**src/include/tiw_defs.svh**
```systemverilog
// constants for the t1 interrupt word block: offsets, bit positions, resets, counts
`ifndef TIW_DEFS_SVH
`define TIW_DEFS_SVH

// ****************************************
// register offsets on the processor port
// ****************************************
`define TIW_ADDR_WORD0 8'h1b
`define TIW_ADDR_WORD1 8'h1c
`define TIW_ADDR_WORD2 8'h1d

// ****************************************
// reset values and fixed masks
// ****************************************
`define TIW_WORD_RESET 8'h00
`define TIW_READ_IDLE 8'h00
`define TIW_WORD1_USED 8'hfe

// ****************************************
// word zero bit positions
// ****************************************
`define TIW_W0_TERM_SYNC 7
`define TIW_W0_MF_SYNC 6
`define TIW_W0_BOM_TRANS 5
`define TIW_W0_ALL_ONES 4
`define TIW_W0_SIG_LOSS 3
`define TIW_W0_SEVERE 2
`define TIW_W0_TX_SLIP 1
`define TIW_W0_RX_SLIP 0

// ****************************************
// word one bit positions
// ****************************************
`define TIW_W1_FRAME_ERR 7
`define TIW_W1_CRC6 6
`define TIW_W1_YELLOW 5
`define TIW_W1_ALIGN 4
`define TIW_W1_LINE_CODE 3
`define TIW_W1_TEST_PAT 2
`define TIW_W1_DENSITY 1
`define TIW_W1_UNUSED 0

// ****************************************
// counts
// ****************************************
`define TIW_ZERO_RUN_PLAIN 5'd16
`define TIW_ZERO_RUN_B8ZS 5'd8
`define TIW_SEV_WINDOW 6
`define TIW_SEV_THRESHOLD 2
`define TIW_DENS_SPAN 8
`define TIW_COUNT_WRAP_FROM 8'hff

`endif

```
**src/include/tiw_pkg.sv**
```systemverilog
// types shared by the t1 interrupt word block
package tiw_pkg;

    // ****************************************
    // framer status and event carrier
    // ****************************************
    typedef struct packed {
        logic terminal_sync;     // level: terminal frame sync held
        logic multiframe_sync;   // level: multiframe sync held
        logic bom_valid;         // level: a bit oriented message is being received
        logic [5:0] bom_code;    // message payload while valid
        logic all_ones;          // level: received all-ones alarm
        logic signal_loss;       // level: analog or digital loss of signal
        logic framing_bit_tick;  // pulse: one framing bit checked
        logic framing_bit_err;   // with tick: that framing bit was wrong
        logic tx_slip;           // pulse: transmit elastic buffer slipped
        logic rx_slip;           // pulse: receive elastic buffer slipped
        logic crc6_err;          // pulse: local crc-6 check failed
        logic yellow_alarm;      // pulse: yellow alarm detected
        logic alignment_change;  // pulse: reframe moved alignment
        logic line_code_viol;    // pulse: bipolar violation seen
        logic b8zs_sub;          // with violation: part of a b8zs substitution
        logic test_pattern_err;  // pulse: prbs channel error
        logic rx_bit_tick;       // pulse: one line bit received
        logic rx_bit_one;        // with tick: the bit was a mark
        logic b8zs_en;           // level: b8zs coding active
        logic [7:0] count_inc;   // pulses: one increment per error counter
    } tiw_events_s;

endpackage

```
**src/hdl/tiw_interrupt_words.sv**
```systemverilog
// t1 interrupt word logic: three clear-on-read event words and their event detectors
//
// Contract
// terminal sync change sets word0 bit7
// multiframe sync change sets word0 bit6
// message start or stop sets word0 bit5
// all-ones alarm change sets word0 bit4
// loss of signal change sets word0 bit3
// two framing errors in six sets bit2
// transmit slip sets word0 bit1
// receive slip sets word0 bit0
// framing bit error in sync sets word1 bit7
// crc-6 failure sets word1 bit6
// yellow alarm sets word1 bit5
// alignment change after reframe sets word1 bit4
// non-b8zs line code violation sets bit3
// prbs channel error sets word1 bit2
// sixteen zeros or low density sets bit1; the code checks density only with b8zs off
// with b8zs eight zeros sets bit1
// word1 bit0 unused, always zero
// counter wrap ff to 00 sets word2
// prbs error counter wrap sets word2 bit2
// prbs multiframe counter wrap sets bit1
// reading a word clears its bits
// masked events never set a bit
// bits stick; set beats clearing read
// error counters are eight bits, per error
`timescale 1ns/1ns
`include "tiw_defs.svh"

module tiw_interrupt_words #(
    parameter int PDV_N_MAX = 23 // largest density order checked
) (
    input wire logic clk_i,
    input wire logic rst_n_i,
    input wire tiw_pkg::tiw_events_s events_i,
    input wire logic [7:0] unmask_word0_i,
    input wire logic [7:0] unmask_word1_i,
    input wire logic [7:0] unmask_word2_i,
    input wire logic [7:0] reg_addr_i,
    input wire logic reg_rd_i,
    output logic [7:0] rd_data_o,
    output logic rd_valid_o
);

    // ****************************************
    // sizes and elaboration checks
    // ****************************************
    localparam int HIST_LEN = `TIW_DENS_SPAN * (PDV_N_MAX + 1); // longest density window
    localparam int ONES_W = 8; // holds up to 192 ones
    localparam int FILL_W = 8;

    // the history and count widths only serve orders 1 to 23
    if (PDV_N_MAX < 1 || PDV_N_MAX > 23)
    begin : g_bad_param
        $error("PDV_N_MAX must lie between 1 and 23");
    end

    // ****************************************
    // level change detection
    // ****************************************
    logic [3:0] lvl_prev_reg; // sync, mf sync, all ones, loss
    logic [3:0] lvl_prev_next;
    logic bom_valid_prev_reg;
    logic bom_valid_prev_next;
    logic [5:0] bom_code_prev_reg;
    logic [5:0] bom_code_prev_next;
    logic primed_reg; // no change is reported before the first sample
    logic primed_next;
    logic [3:0] lvl_now;
    logic [3:0] lvl_chg;
    logic bom_chg;

    assign lvl_now = {events_i.terminal_sync, events_i.multiframe_sync,
                      events_i.all_ones, events_i.signal_loss};

    // next history and the change strobes
    always_comb
    begin
        lvl_prev_next = lvl_now;
        bom_valid_prev_next = events_i.bom_valid;
        bom_code_prev_next = events_i.bom_code;
        primed_next = 1'b1;
        lvl_chg = primed_reg ? (lvl_now ^ lvl_prev_reg) : 4'h0;
        // new message arrives, message ends, or the code changes while held
        bom_chg = primed_reg && ((events_i.bom_valid != bom_valid_prev_reg) ||
                  (events_i.bom_valid && events_i.bom_code != bom_code_prev_reg));
    end

    // level history registers
    always_ff @(posedge clk_i)
    begin
        if (!rst_n_i)
        begin
            lvl_prev_reg <= 4'h0;
            bom_valid_prev_reg <= 1'b0;
            bom_code_prev_reg <= 6'h00;
            primed_reg <= 1'b0;
        end
        else
        begin
            lvl_prev_reg <= lvl_prev_next;
            bom_valid_prev_reg <= bom_valid_prev_next;
            bom_code_prev_reg <= bom_code_prev_next;
            primed_reg <= primed_next;
        end
    end

    // ****************************************
    // severely errored frame window
    // ****************************************
    logic [`TIW_SEV_WINDOW-2:0] sev_hist_reg; // errors of the five previous framing bits
    logic [`TIW_SEV_WINDOW-2:0] sev_hist_next;
    logic sev_evt;

    // count the current bit plus the five before it
    always_comb
    begin
        sev_hist_next = sev_hist_reg;
        sev_evt = 1'b0;
        if (events_i.framing_bit_tick)
        begin
            sev_hist_next = {sev_hist_reg[`TIW_SEV_WINDOW-3:0], events_i.framing_bit_err};
            sev_evt = events_i.framing_bit_err &&
                      ($countones(sev_hist_reg) >= `TIW_SEV_THRESHOLD - 1);
        end
    end

    always_ff @(posedge clk_i)
    begin
        if (!rst_n_i)
            sev_hist_reg <= '0;
        else
            sev_hist_reg <= sev_hist_next;
    end

    // ****************************************
    // pulse density monitor
    // ****************************************
    logic [4:0] zero_run_reg; // consecutive zeros, saturating at sixteen
    logic [4:0] zero_run_next;
    logic [HIST_LEN-1:0] dens_hist_reg; // newest bit in bit 0
    logic [HIST_LEN-1:0] dens_hist_next;
    logic [FILL_W-1:0] dens_fill_reg; // bits seen since reset, saturating
    logic [FILL_W-1:0] dens_fill_next;
    logic dens_prev_reg;
    logic dens_prev_next;
    logic [PDV_N_MAX-1:0] dens_viol;
    logic [4:0] zero_limit;
    logic dens_cond;
    logic pdv_evt;

    // one running ones count per order n over the last 8(n+1) bits
    for (genvar n = 1; n <= PDV_N_MAX; n++)
    begin : g_dens
        localparam int SPAN = `TIW_DENS_SPAN * (n + 1);
        logic [ONES_W-1:0] ones_reg;
        logic [ONES_W-1:0] ones_next;

        // add the arriving bit, drop the one leaving the window
        always_comb
        begin
            ones_next = ones_reg;
            if (events_i.rx_bit_tick)
                ones_next = ones_reg + ONES_W'(events_i.rx_bit_one)
                            - ONES_W'(dens_hist_reg[SPAN-1]);
        end

        always_ff @(posedge clk_i)
        begin
            if (!rst_n_i)
                ones_reg <= '0;
            else
                ones_reg <= ones_next;
        end

        // a window only judges once it has been filled
        assign dens_viol[n-1] = (dens_fill_reg >= FILL_W'(SPAN)) &&
                                (ones_reg < ONES_W'(n));
    end

    // zero run, history shift and density edge
    always_comb
    begin
        zero_run_next = zero_run_reg;
        dens_hist_next = dens_hist_reg;
        dens_fill_next = dens_fill_reg;
        zero_limit = events_i.b8zs_en ? `TIW_ZERO_RUN_B8ZS : `TIW_ZERO_RUN_PLAIN;
        // density windows are only meaningful without b8zs
        dens_cond = (|dens_viol) && !events_i.b8zs_en;
        dens_prev_next = dens_cond;
        pdv_evt = dens_cond && !dens_prev_reg;
        if (events_i.rx_bit_tick)
        begin
            dens_hist_next = {dens_hist_reg[HIST_LEN-2:0], events_i.rx_bit_one};
            if (dens_fill_reg != FILL_W'(HIST_LEN))
                dens_fill_next = dens_fill_reg + 1'b1;
            if (events_i.rx_bit_one)
                zero_run_next = 5'd0;
            else if (zero_run_reg != `TIW_ZERO_RUN_PLAIN)
                zero_run_next = zero_run_reg + 1'b1;
            // report once as the run reaches the limit, not on every later zero
            if (!events_i.rx_bit_one && (zero_run_reg + 5'd1 == zero_limit))
                pdv_evt = 1'b1;
        end
    end

    always_ff @(posedge clk_i)
    begin
        if (!rst_n_i)
        begin
            zero_run_reg <= 5'd0;
            dens_hist_reg <= '0;
            dens_fill_reg <= '0;
            dens_prev_reg <= 1'b0;
        end
        else
        begin
            zero_run_reg <= zero_run_next;
            dens_hist_reg <= dens_hist_next;
            dens_fill_reg <= dens_fill_next;
            dens_prev_reg <= dens_prev_next;
        end
    end

    // ****************************************
    // performance counters and wrap detection
    // ****************************************
    logic [7:0] wrap_evt;

    for (genvar i = 0; i < 8; i++)
    begin : g_wrap
        logic [7:0] cnt_reg; // one increment per detected error
        logic [7:0] cnt_next;

        always_comb
        begin
            cnt_next = events_i.count_inc[i] ? cnt_reg + 8'h01 : cnt_reg;
        end

        always_ff @(posedge clk_i)
        begin
            if (!rst_n_i)
                cnt_reg <= 8'h00;
            else
                cnt_reg <= cnt_next;
        end

        // the increment that rolls ff over to 00
        assign wrap_evt[i] = events_i.count_inc[i] &&
                             (cnt_reg == `TIW_COUNT_WRAP_FROM);
    end

    // ****************************************
    // event words and read port
    // ****************************************
    logic [7:0] word0_reg;
    logic [7:0] word0_next;
    logic [7:0] word1_reg;
    logic [7:0] word1_next;
    logic [7:0] word2_reg;
    logic [7:0] word2_next;
    logic [7:0] rd_data_next;
    logic rd_valid_next;
    logic [7:0] set0;
    logic [7:0] set1;
    logic [7:0] set2;
    logic rd0;
    logic rd1;
    logic rd2;

    // gather raw events, gate by mask, clear on read with set winning
    always_comb
    begin
        set0 = 8'h00;
        set0[`TIW_W0_TERM_SYNC] = lvl_chg[3];
        set0[`TIW_W0_MF_SYNC] = lvl_chg[2];
        set0[`TIW_W0_BOM_TRANS] = bom_chg;
        set0[`TIW_W0_ALL_ONES] = lvl_chg[1];
        set0[`TIW_W0_SIG_LOSS] = lvl_chg[0];
        set0[`TIW_W0_SEVERE] = sev_evt;
        set0[`TIW_W0_TX_SLIP] = events_i.tx_slip;
        set0[`TIW_W0_RX_SLIP] = events_i.rx_slip;
        set1 = 8'h00;
        set1[`TIW_W1_FRAME_ERR] = events_i.framing_bit_tick && events_i.framing_bit_err &&
                                  events_i.terminal_sync;
        set1[`TIW_W1_CRC6] = events_i.crc6_err;
        set1[`TIW_W1_YELLOW] = events_i.yellow_alarm;
        set1[`TIW_W1_ALIGN] = events_i.alignment_change;
        set1[`TIW_W1_LINE_CODE] = events_i.line_code_viol && !events_i.b8zs_sub;
        set1[`TIW_W1_TEST_PAT] = events_i.test_pattern_err;
        set1[`TIW_W1_DENSITY] = pdv_evt;
        set0 = set0 & unmask_word0_i;
        set1 = set1 & unmask_word1_i & `TIW_WORD1_USED;
        set2 = wrap_evt & unmask_word2_i;
        rd0 = reg_rd_i && (reg_addr_i == `TIW_ADDR_WORD0);
        rd1 = reg_rd_i && (reg_addr_i == `TIW_ADDR_WORD1);
        rd2 = reg_rd_i && (reg_addr_i == `TIW_ADDR_WORD2);
        // a read wipes the word, but a same-cycle event survives it
        word0_next = (rd0 ? `TIW_WORD_RESET : word0_reg) | set0;
        word1_next = (rd1 ? `TIW_WORD_RESET : word1_reg) | set1;
        word2_next = (rd2 ? `TIW_WORD_RESET : word2_reg) | set2;
        // the returned value is the word before the clear; unmapped reads give zero
        rd_valid_next = reg_rd_i;
        if (rd0)
            rd_data_next = word0_reg;
        else if (rd1)
            rd_data_next = word1_reg;
        else if (rd2)
            rd_data_next = word2_reg;
        else
            rd_data_next = `TIW_READ_IDLE;
    end

    always_ff @(posedge clk_i)
    begin
        if (!rst_n_i)
        begin
            word0_reg <= `TIW_WORD_RESET;
            word1_reg <= `TIW_WORD_RESET;
            word2_reg <= `TIW_WORD_RESET;
            rd_data_o <= `TIW_READ_IDLE;
            rd_valid_o <= 1'b0;
        end
        else
        begin
            word0_reg <= word0_next;
            word1_reg <= word1_next;
            word2_reg <= word2_next;
            rd_data_o <= rd_data_next;
            rd_valid_o <= rd_valid_next;
        end
    end
endmodule // tiw_interrupt_words

```
**config.mk**
```make
export PLATFORM = sky130hd
export DESIGN_NAME = tiw_interrupt_words
export DESIGN_NICKNAME = d
export VERILOG_FILES = /design/src/include/tiw_pkg.sv /design/src/hdl/tiw_interrupt_words.sv
export VERILOG_INCLUDE_DIRS = /design/src /design/src/include
export SDC_FILE = /design/constraint.sdc
export NUM_CORES = 1
export LEC_CHECK = 0
export ABC_AREA = 1
export ABC_CLOCK_PERIOD_IN_PS = 4300
export BUFFER_PORTS_ARGS = -buffer_cell sky130_fd_sc_hd__buf_2
export CAP_MARGIN = 5
export CORE_MARGIN = 4
export CORE_UTILIZATION = 40
export DETAILED_ROUTE_END_ITERATION = 10
export GPL_TIMING_DRIVEN = 0
export SLEW_MARGIN = 20
export SYNTH_ARGS = -nofsm -noshare
export SYNTH_HDL_FRONTEND = slang
export SYNTH_SLANG_ARGS = --single-unit
```
**constraint.sdc**
```tcl
create_clock -name clk_i -period 4.3 [get_ports clk_i]
set_clock_uncertainty 0.1 [all_clocks]
set_input_delay 0.215 -clock clk_i [delete_from_list [all_inputs] [get_ports clk_i]]
set_output_delay 0.215 -clock clk_i [all_outputs]
set_load 0.03 [all_outputs]
```
Word-level counts from Yosys, hierarchy flattened
Index checks and enable logic that the tools add are counted.
Word-level totals
  bits in registers: 504
  input bits: 67
  output and inout port bits: 9
Cells by class
  add/sub/neg operators: 60
  magnitude comparators: 47
  equality and inequality tests: 16
  muxes and demuxes: 14
  bitwise gates (word level): 7
  reduce and logical (&&, ||, !) cells: 52
Operators by type and width (count)
  adder 8 x 1 -> 8 bit: 23
  subtractor 8 x 1 -> 8 bit: 23
  adder 8 x 1 -> 8 bit, second input constant: 9
  >= comparator 8 bit, second input constant: 9
  == test 8 bit, second input constant: 8
  >= comparator 8 x 7 -> 1 bit, second input constant: 8
  < comparator 8 x 4 -> 1 bit, second input constant: 8
  < comparator 8 x 5 -> 1 bit, second input constant: 8
  two-way mux 8 bit: 6
  logical AND 1 bit: 43
  >= comparator 8 x 6 -> 1 bit, second input constant: 4
  < comparator 8 x 3 -> 1 bit, second input constant: 4
  AND 8 bit: 3
  == test 8 x 5 -> 1 bit, second input constant: 3
  OR 8 bit: 3
  OR reduction 23 bit: 1
  >= comparator 8 x 5 -> 1 bit, second input constant: 2
  < comparator 8 x 2 -> 1 bit, second input constant: 2
  two-way mux 5 bit: 3
  < comparator 8 x 1 -> 1 bit, second input constant: 1
  inequality test 8 bit, second input constant: 1
  inequality test 6 bit: 1
  adder 5 x 1 -> 5 bit, second input constant: 1
  == test 5 bit: 1
  13 further kinds: 21

Logic depth before layout (Yosys ltp)
  word-level depth: 9
  depth in mapped cells: 16
  mapped depth without buffers: 16

Least setup slack after synthesis
Ideal clock, no wire load.
  path type: flip-flop to flip-flop
  from: register g_dens[23].ones_reg[0]
  to: register g_dens[23].ones_reg[6]
  setup time: 0.115 ns
  arrival: 1.985 ns
  setup slack: 2.100 ns
  cell stages (with the launch flop): 14
  cells stage by stage: dfxtp_1 > inv_1 > ha_1 > inv_1 > ha_1 > inv_1 > fa_1 > o21ai_0 > a21oi_1 > nor2_1 > nor2_1 > xnor2_1 > o21ai_0 > inv_1
On the way
  word-level cells in the longest chain between the ends: 2
RTL lines
  start, declared: RTL line tiw_interrupt_words.sv:157  | logic [ONES_W-1:0] ones_reg;
  start signal, assigned: RTL line tiw_interrupt_words.sv:174  | ones_reg <= ones_next;
  adder 8 x 1 -> 8 bit: RTL line tiw_interrupt_words.sv:165  | ones_next = ones_reg + ONES_W'(events_i.rx_bit_one)
  subtractor 8 x 1 -> 8 bit: RTL line tiw_interrupt_words.sv:166  | - ONES_W'(dens_hist_reg[SPAN-1]);
Every way passes these cells.
A chain may end at the register's enable or synchronous reset.

Final worst setup path
  from: register sev_hist_reg[0]
  to: register word0_reg[2]
On the way
  word-level cells in the longest chain between the ends: 8
RTL lines
  start, declared: RTL line tiw_interrupt_words.sv:112  | logic [`TIW_SEV_WINDOW-2:0] sev_hist_reg;
  start signal, assigned: RTL line tiw_interrupt_words.sv:134  | sev_hist_reg <= sev_hist_next;
  adder 1 x 1 -> 2 bit (not written as such): RTL line tiw_interrupt_words.sv:125  | ($countones(sev_hist_reg) >= `TIW_SEV_THRESHOLD - 1);
  adder 2 x 2 -> 3 bit (not written as such): RTL line tiw_interrupt_words.sv:125
  adder 3 x 1 -> 4 bit (not written as such): RTL line tiw_interrupt_words.sv:125
  >= comparator 4 x 1 -> 1 bit: RTL line tiw_interrupt_words.sv:125
  logical AND 1 bit: RTL line tiw_interrupt_words.sv:124  | sev_evt = events_i.framing_bit_err &&
  two-way mux 1 bit: RTL line tiw_interrupt_words.sv:121  | if (events_i.framing_bit_tick)
  AND 8 bit: RTL line tiw_interrupt_words.sv:293  | set0 = set0 & unmask_word0_i;
  OR 8 bit: RTL line tiw_interrupt_words.sv:300  | word0_next = (rd0 ? `TIW_WORD_RESET : word0_reg) | set0;
  end signal, assigned: RTL line tiw_interrupt_words.sv:319  | word0_reg <= `TIW_WORD_RESET;
  end signal, assigned: RTL line tiw_interrupt_words.sv:327  | word0_reg <= word0_next;
  end, declared: RTL line tiw_interrupt_words.sv:257  | logic [7:0] word0_reg;
Every way passes these cells.

==> results by group <==
Layout
  – Fin util: a little under half
  – Layout net count: roughly 4200
  – Most common cell after layout, fill and taps aside: inv_1
  – Fin cells: roughly 4700
  – Max FFs per register: approximately 190
  – Most frequent cells in the layout: inv_1 (595), nor2_1 (524), dfxtp_1 (503), o21ai_0 (440), a21oi_1 (365)
  – Syn-to-layout area delta: 14.8%
  – FF/Latch Area: between 10000 and 15000 sq um
  – Area of the multi-input gates: between 10000 and 15000 sq um
  – Share of cells above drive strength 1: under 10%
  – Layout fillers: approximately 6600

Flow run
  – Max cap viols: 0

Global route
  – Gr ovfl total: 0
  – Initial antenna violation count: 1
  – Gr usage total: 16.6%
  – Number of global-route vias before repair: roughly 21000
  – First-pass GRT wire length: around 100000 microns
  – Met3 Resource Use GR: ~2.4%
  – M2 GR Usage: about 28%
  – M1 GR Usage: 22.7%
  – GR peak layer: met2
  – Largest net degree at the start of global routing: 26

Critical path
  – Buffers & Inverters on Critical Path: 3
  – Worst EP arrival: 3.26 ns
  – FF-to-FF Start: sev_hist_reg[0]$_SDFFE_PN0P_
  – Critical Path Fanout Max: 3
  – Critical path launch point type: flip-flop
  – Required @ worst endpoint: between 4 and 5 ns
  – Crit-path max cell delay: between 0.5 and 0.6 ns
  – Setup crit end kind: flip-flop
  – R2r endpoint: word0_reg[2]$_SDFF_PN0_
  – R2r worst-path depth: 9
  – WP depth: 9
  – CP max-delay cell: dlygate4sd3_1
  – Critical-path cell list: fa_1 > inv_1 > fa_1 > inv_1 > ha_1 > o31ai_1 > nand4_1 > dlygate4sd3_1 > a21oi_1
  – Crit Path Category: flip-flop to flip-flop
  – CP top delay family: adder cells
  – FF-to-FF setup slack: between 1 and 1.5 ns

Placement
  – Placer Congestion: just over 0.8
  – HPWL Detailed: roughly 42000 microns
  – Buffers on Ports: 74
  – Cell count after placement: about 4500

Power
  – Clock share of power: a little over a third
  – Internal: between 9 and 10 mW
  – Pwr/cell area: roughly 460 nW/um^2
  – Switching portion of total power: a little under a third
  – Sw Pwr: around 4.5 mW
  – Comb power frac: about 27%
  – Total power: around 14 mW
  – Flop pwr share: 37.8%
  – Lkg Pwr: around 15 nW
  – Peak supply drop: 302 uV

STA
  – Final hold vios: 0
  – Tightest Pin Transition: roughly 0.95 ns
  – Tcrit/Tclk final: around two thirds
  – # setup viols final: 0
  – Fmax: 0.354 GHz
  – Slew margin rel.: a little over a third
  – Slew Limit Fails: 0
  – RSZ-0062 raised after global routing: no
  – Final setup TNS: 0 ns
  – Hold_ws: 0.0267 ns
  – Post-route minimum period: 2.82 ns

Yosys
  – Ys Warns: 0
  – Post-Syn Area: 26800 sq um
  – Main synth FF type: dfxtp_1
  – Post-synthesis async set-or-reset flop share: 0%
  – Yosys reg bits: about 500
  – Syn Inst Count: about 3600
  – Synth top area share: between 30% and 40%
  – Unique cell type count in the Yosys netlist: 44
  – Post-Syn Area per Cell: between 7 and 8 sq um
  – Cell taking the most area after synthesis: dfxtp_1
  – Syn nets: about 4000
  – Synth top area cells: dfxtp_1 (38%), ha_1 (13%), inv_1 (8.3%)
  – Sequential share of the synthesized area: ~38%
  – Number of synthesized flops with an enable pin: 0

Drt
  – Vias per inst: ~4.7
  – Pre-antenna DRT Iters: 5
  – Final WL: about 60000 microns
  – DRT iter0 DRCs: about 1100
  – DRC errors left: 0
  – Wire per inst: about 13 microns
  – Via count: approximately 22000
  – Post-detailed-route count of antenna-violating nets: 0

Min path
  – Worst hold-check path type: input pin to flip-flop
  – Hold Path Sink: word2_reg[3]$_SDFF_PN0_
  – Hold_sp: reg_addr_i[0]
  – Min-Delay Path Depth: 4

Die
  – Die span in x: about 270 microns
  – Row count: 94
  – Initial core utilization: between 40% and 50%
  – # IOs: 76
  – DIE HEIGHT: roughly 270 microns
  – Core Footprint: 66100 sq um
  – Die area: about 70000 sq um

Clocking
  – Post-CTS setup buffers: 0
  – CTS Sinks: 503
  – Worst skew pair latency: roughly 0.61 ns
  – Clock H-tree levels: 2
  – Total CTS buffers: 56
  – CTS resizes: 0
  – CTS tree: built
  – Clock tree buffer depth: 3
  – CTS Root Cell: clkbuf_16
  – Worst-path clk slew: ~0.060 ns

Run status
  – Outcome: completed
==> area by class of cell <==
type / count / share of cell area, %
flip-flops and latches: 503 / 32.7
well taps: 864 / 3.51
inverters: 607 / 7.39
multi-input cells: 2355 / 45.1
clock inverters: 26 / 0.901
clock buffers: 79 / 5.31
plain buffers: 145 / 1.90
diodes: 1 / 0.00812
repair buffers: 135 / 3.18
==> worst register-to-register path, delay by kind of cell, from the launching register on <==
kind | cells | cell delay, ns
DFF | 1 | 0.35
buffers and inverters | 3 | 0.69
and+or+nand+nor | 1 | 0.10
adders and majority gates | 3 | 1.14
AOI/OAI and AO/OA | 2 | 0.37
==> what timing repair did <==
action	4_1_cts	5_1_grt
endpoints found under the setup margin	0	0
hold endpoints to repair	83	0
hold buffers	61	0
==> worst max-delay path by stage <==
| stage | from | to | slack (ns) |
|---|---|---|---|
| 3_3_place_gp | events_i[9] | g_dens[7].ones_reg[6]$_SDFFE_PN0P_ | 1.50 |
| 6_report | sev_hist_reg[0]$_SDFFE_PN0P_ | word0_reg[2]$_SDFF_PN0_ | 1.48 |
| 3_5_place_dp | events_i[9] | g_dens[7].ones_reg[6]$_SDFFE_PN0P_ | 1.48 |
| 2_1_floorplan | g_dens[23].ones_reg[0]$_SDFFE_PN0P_ | g_dens[23].ones_reg[6]$_SDFFE_PN0P_ | 2.10 |
| 5_1_grt | sev_hist_reg[0]$_SDFFE_PN0P_ | word0_reg[2]$_SDFF_PN0_ | 1.33 |
| 4_1_cts | sev_hist_reg[0]$_SDFFE_PN0P_ | word0_reg[2]$_SDFF_PN0_ | 1.48 |
==> metal layers <==
metal,routed length [microns],vias up
met4,1090,0
li1,-,11900
met5,0,-
met2,26800,270
met3,2380,71
met1,29400,10000
==> stage by stage <==
step	instance area (sq um)	setup slack, ns
3_3_place_gp	28300	1.50
3_5_place_dp	28300	1.48
2_1_floorplan	26800	2.10
6_report	30800	1.48
4_1_cts	30800	1.48
5_1_grt	30800	1.33
==> power by group through the flow <==
stage               clock network (mW)  registers (mW)  logic (mW)
floorplan                            0            5.39        3.07
global placement                     0            5.44        3.73
detailed placement                   0            5.45        3.79
CTS                               5.11            5.35        3.86
global route                      5.30            5.40        4.51
finish                            4.95            5.35        3.84
==> cell usage after synthesis (2+ instances only) <==
cell / n
xnor2_1: 50
nand3_2: 3
nand2_1: 354
clkinv_1: 2
buf_2: 22
buf_1: 6
nand2_2: 6
nor2_1: 524
o21ai_0: 440
nor2_2: 4
inv_1: 595
nor3b_1: 5
xor2_1: 76
a22oi_1: 2
a21oi_1: 365
o21ai_1: 6
nand3b_1: 26
nand3_1: 100
fa_1: 25
inv_2: 10
ha_1: 281
nor3_1: 34
o211ai_1: 16
clkbuf_1: 114
nand4_1: 8
a31oi_1: 2
a211oi_1: 2
a21boi_0: 9
buf_4: 2
o21a_1: 5
dfxtp_1: 503
==> cells by family after synthesis <==
family | after synthesis | share of synthesized area, %
xor+xnor | 126 | 4.11
flops | 503 | 37.5
compound gates | 853 | 16.3
simple gates | 1070 | 16.4
buf+inv | 752 | 10.7
fa+ha+maj | 306 | 15.0
No activity file was read; power rests on OpenSTA's default activity.
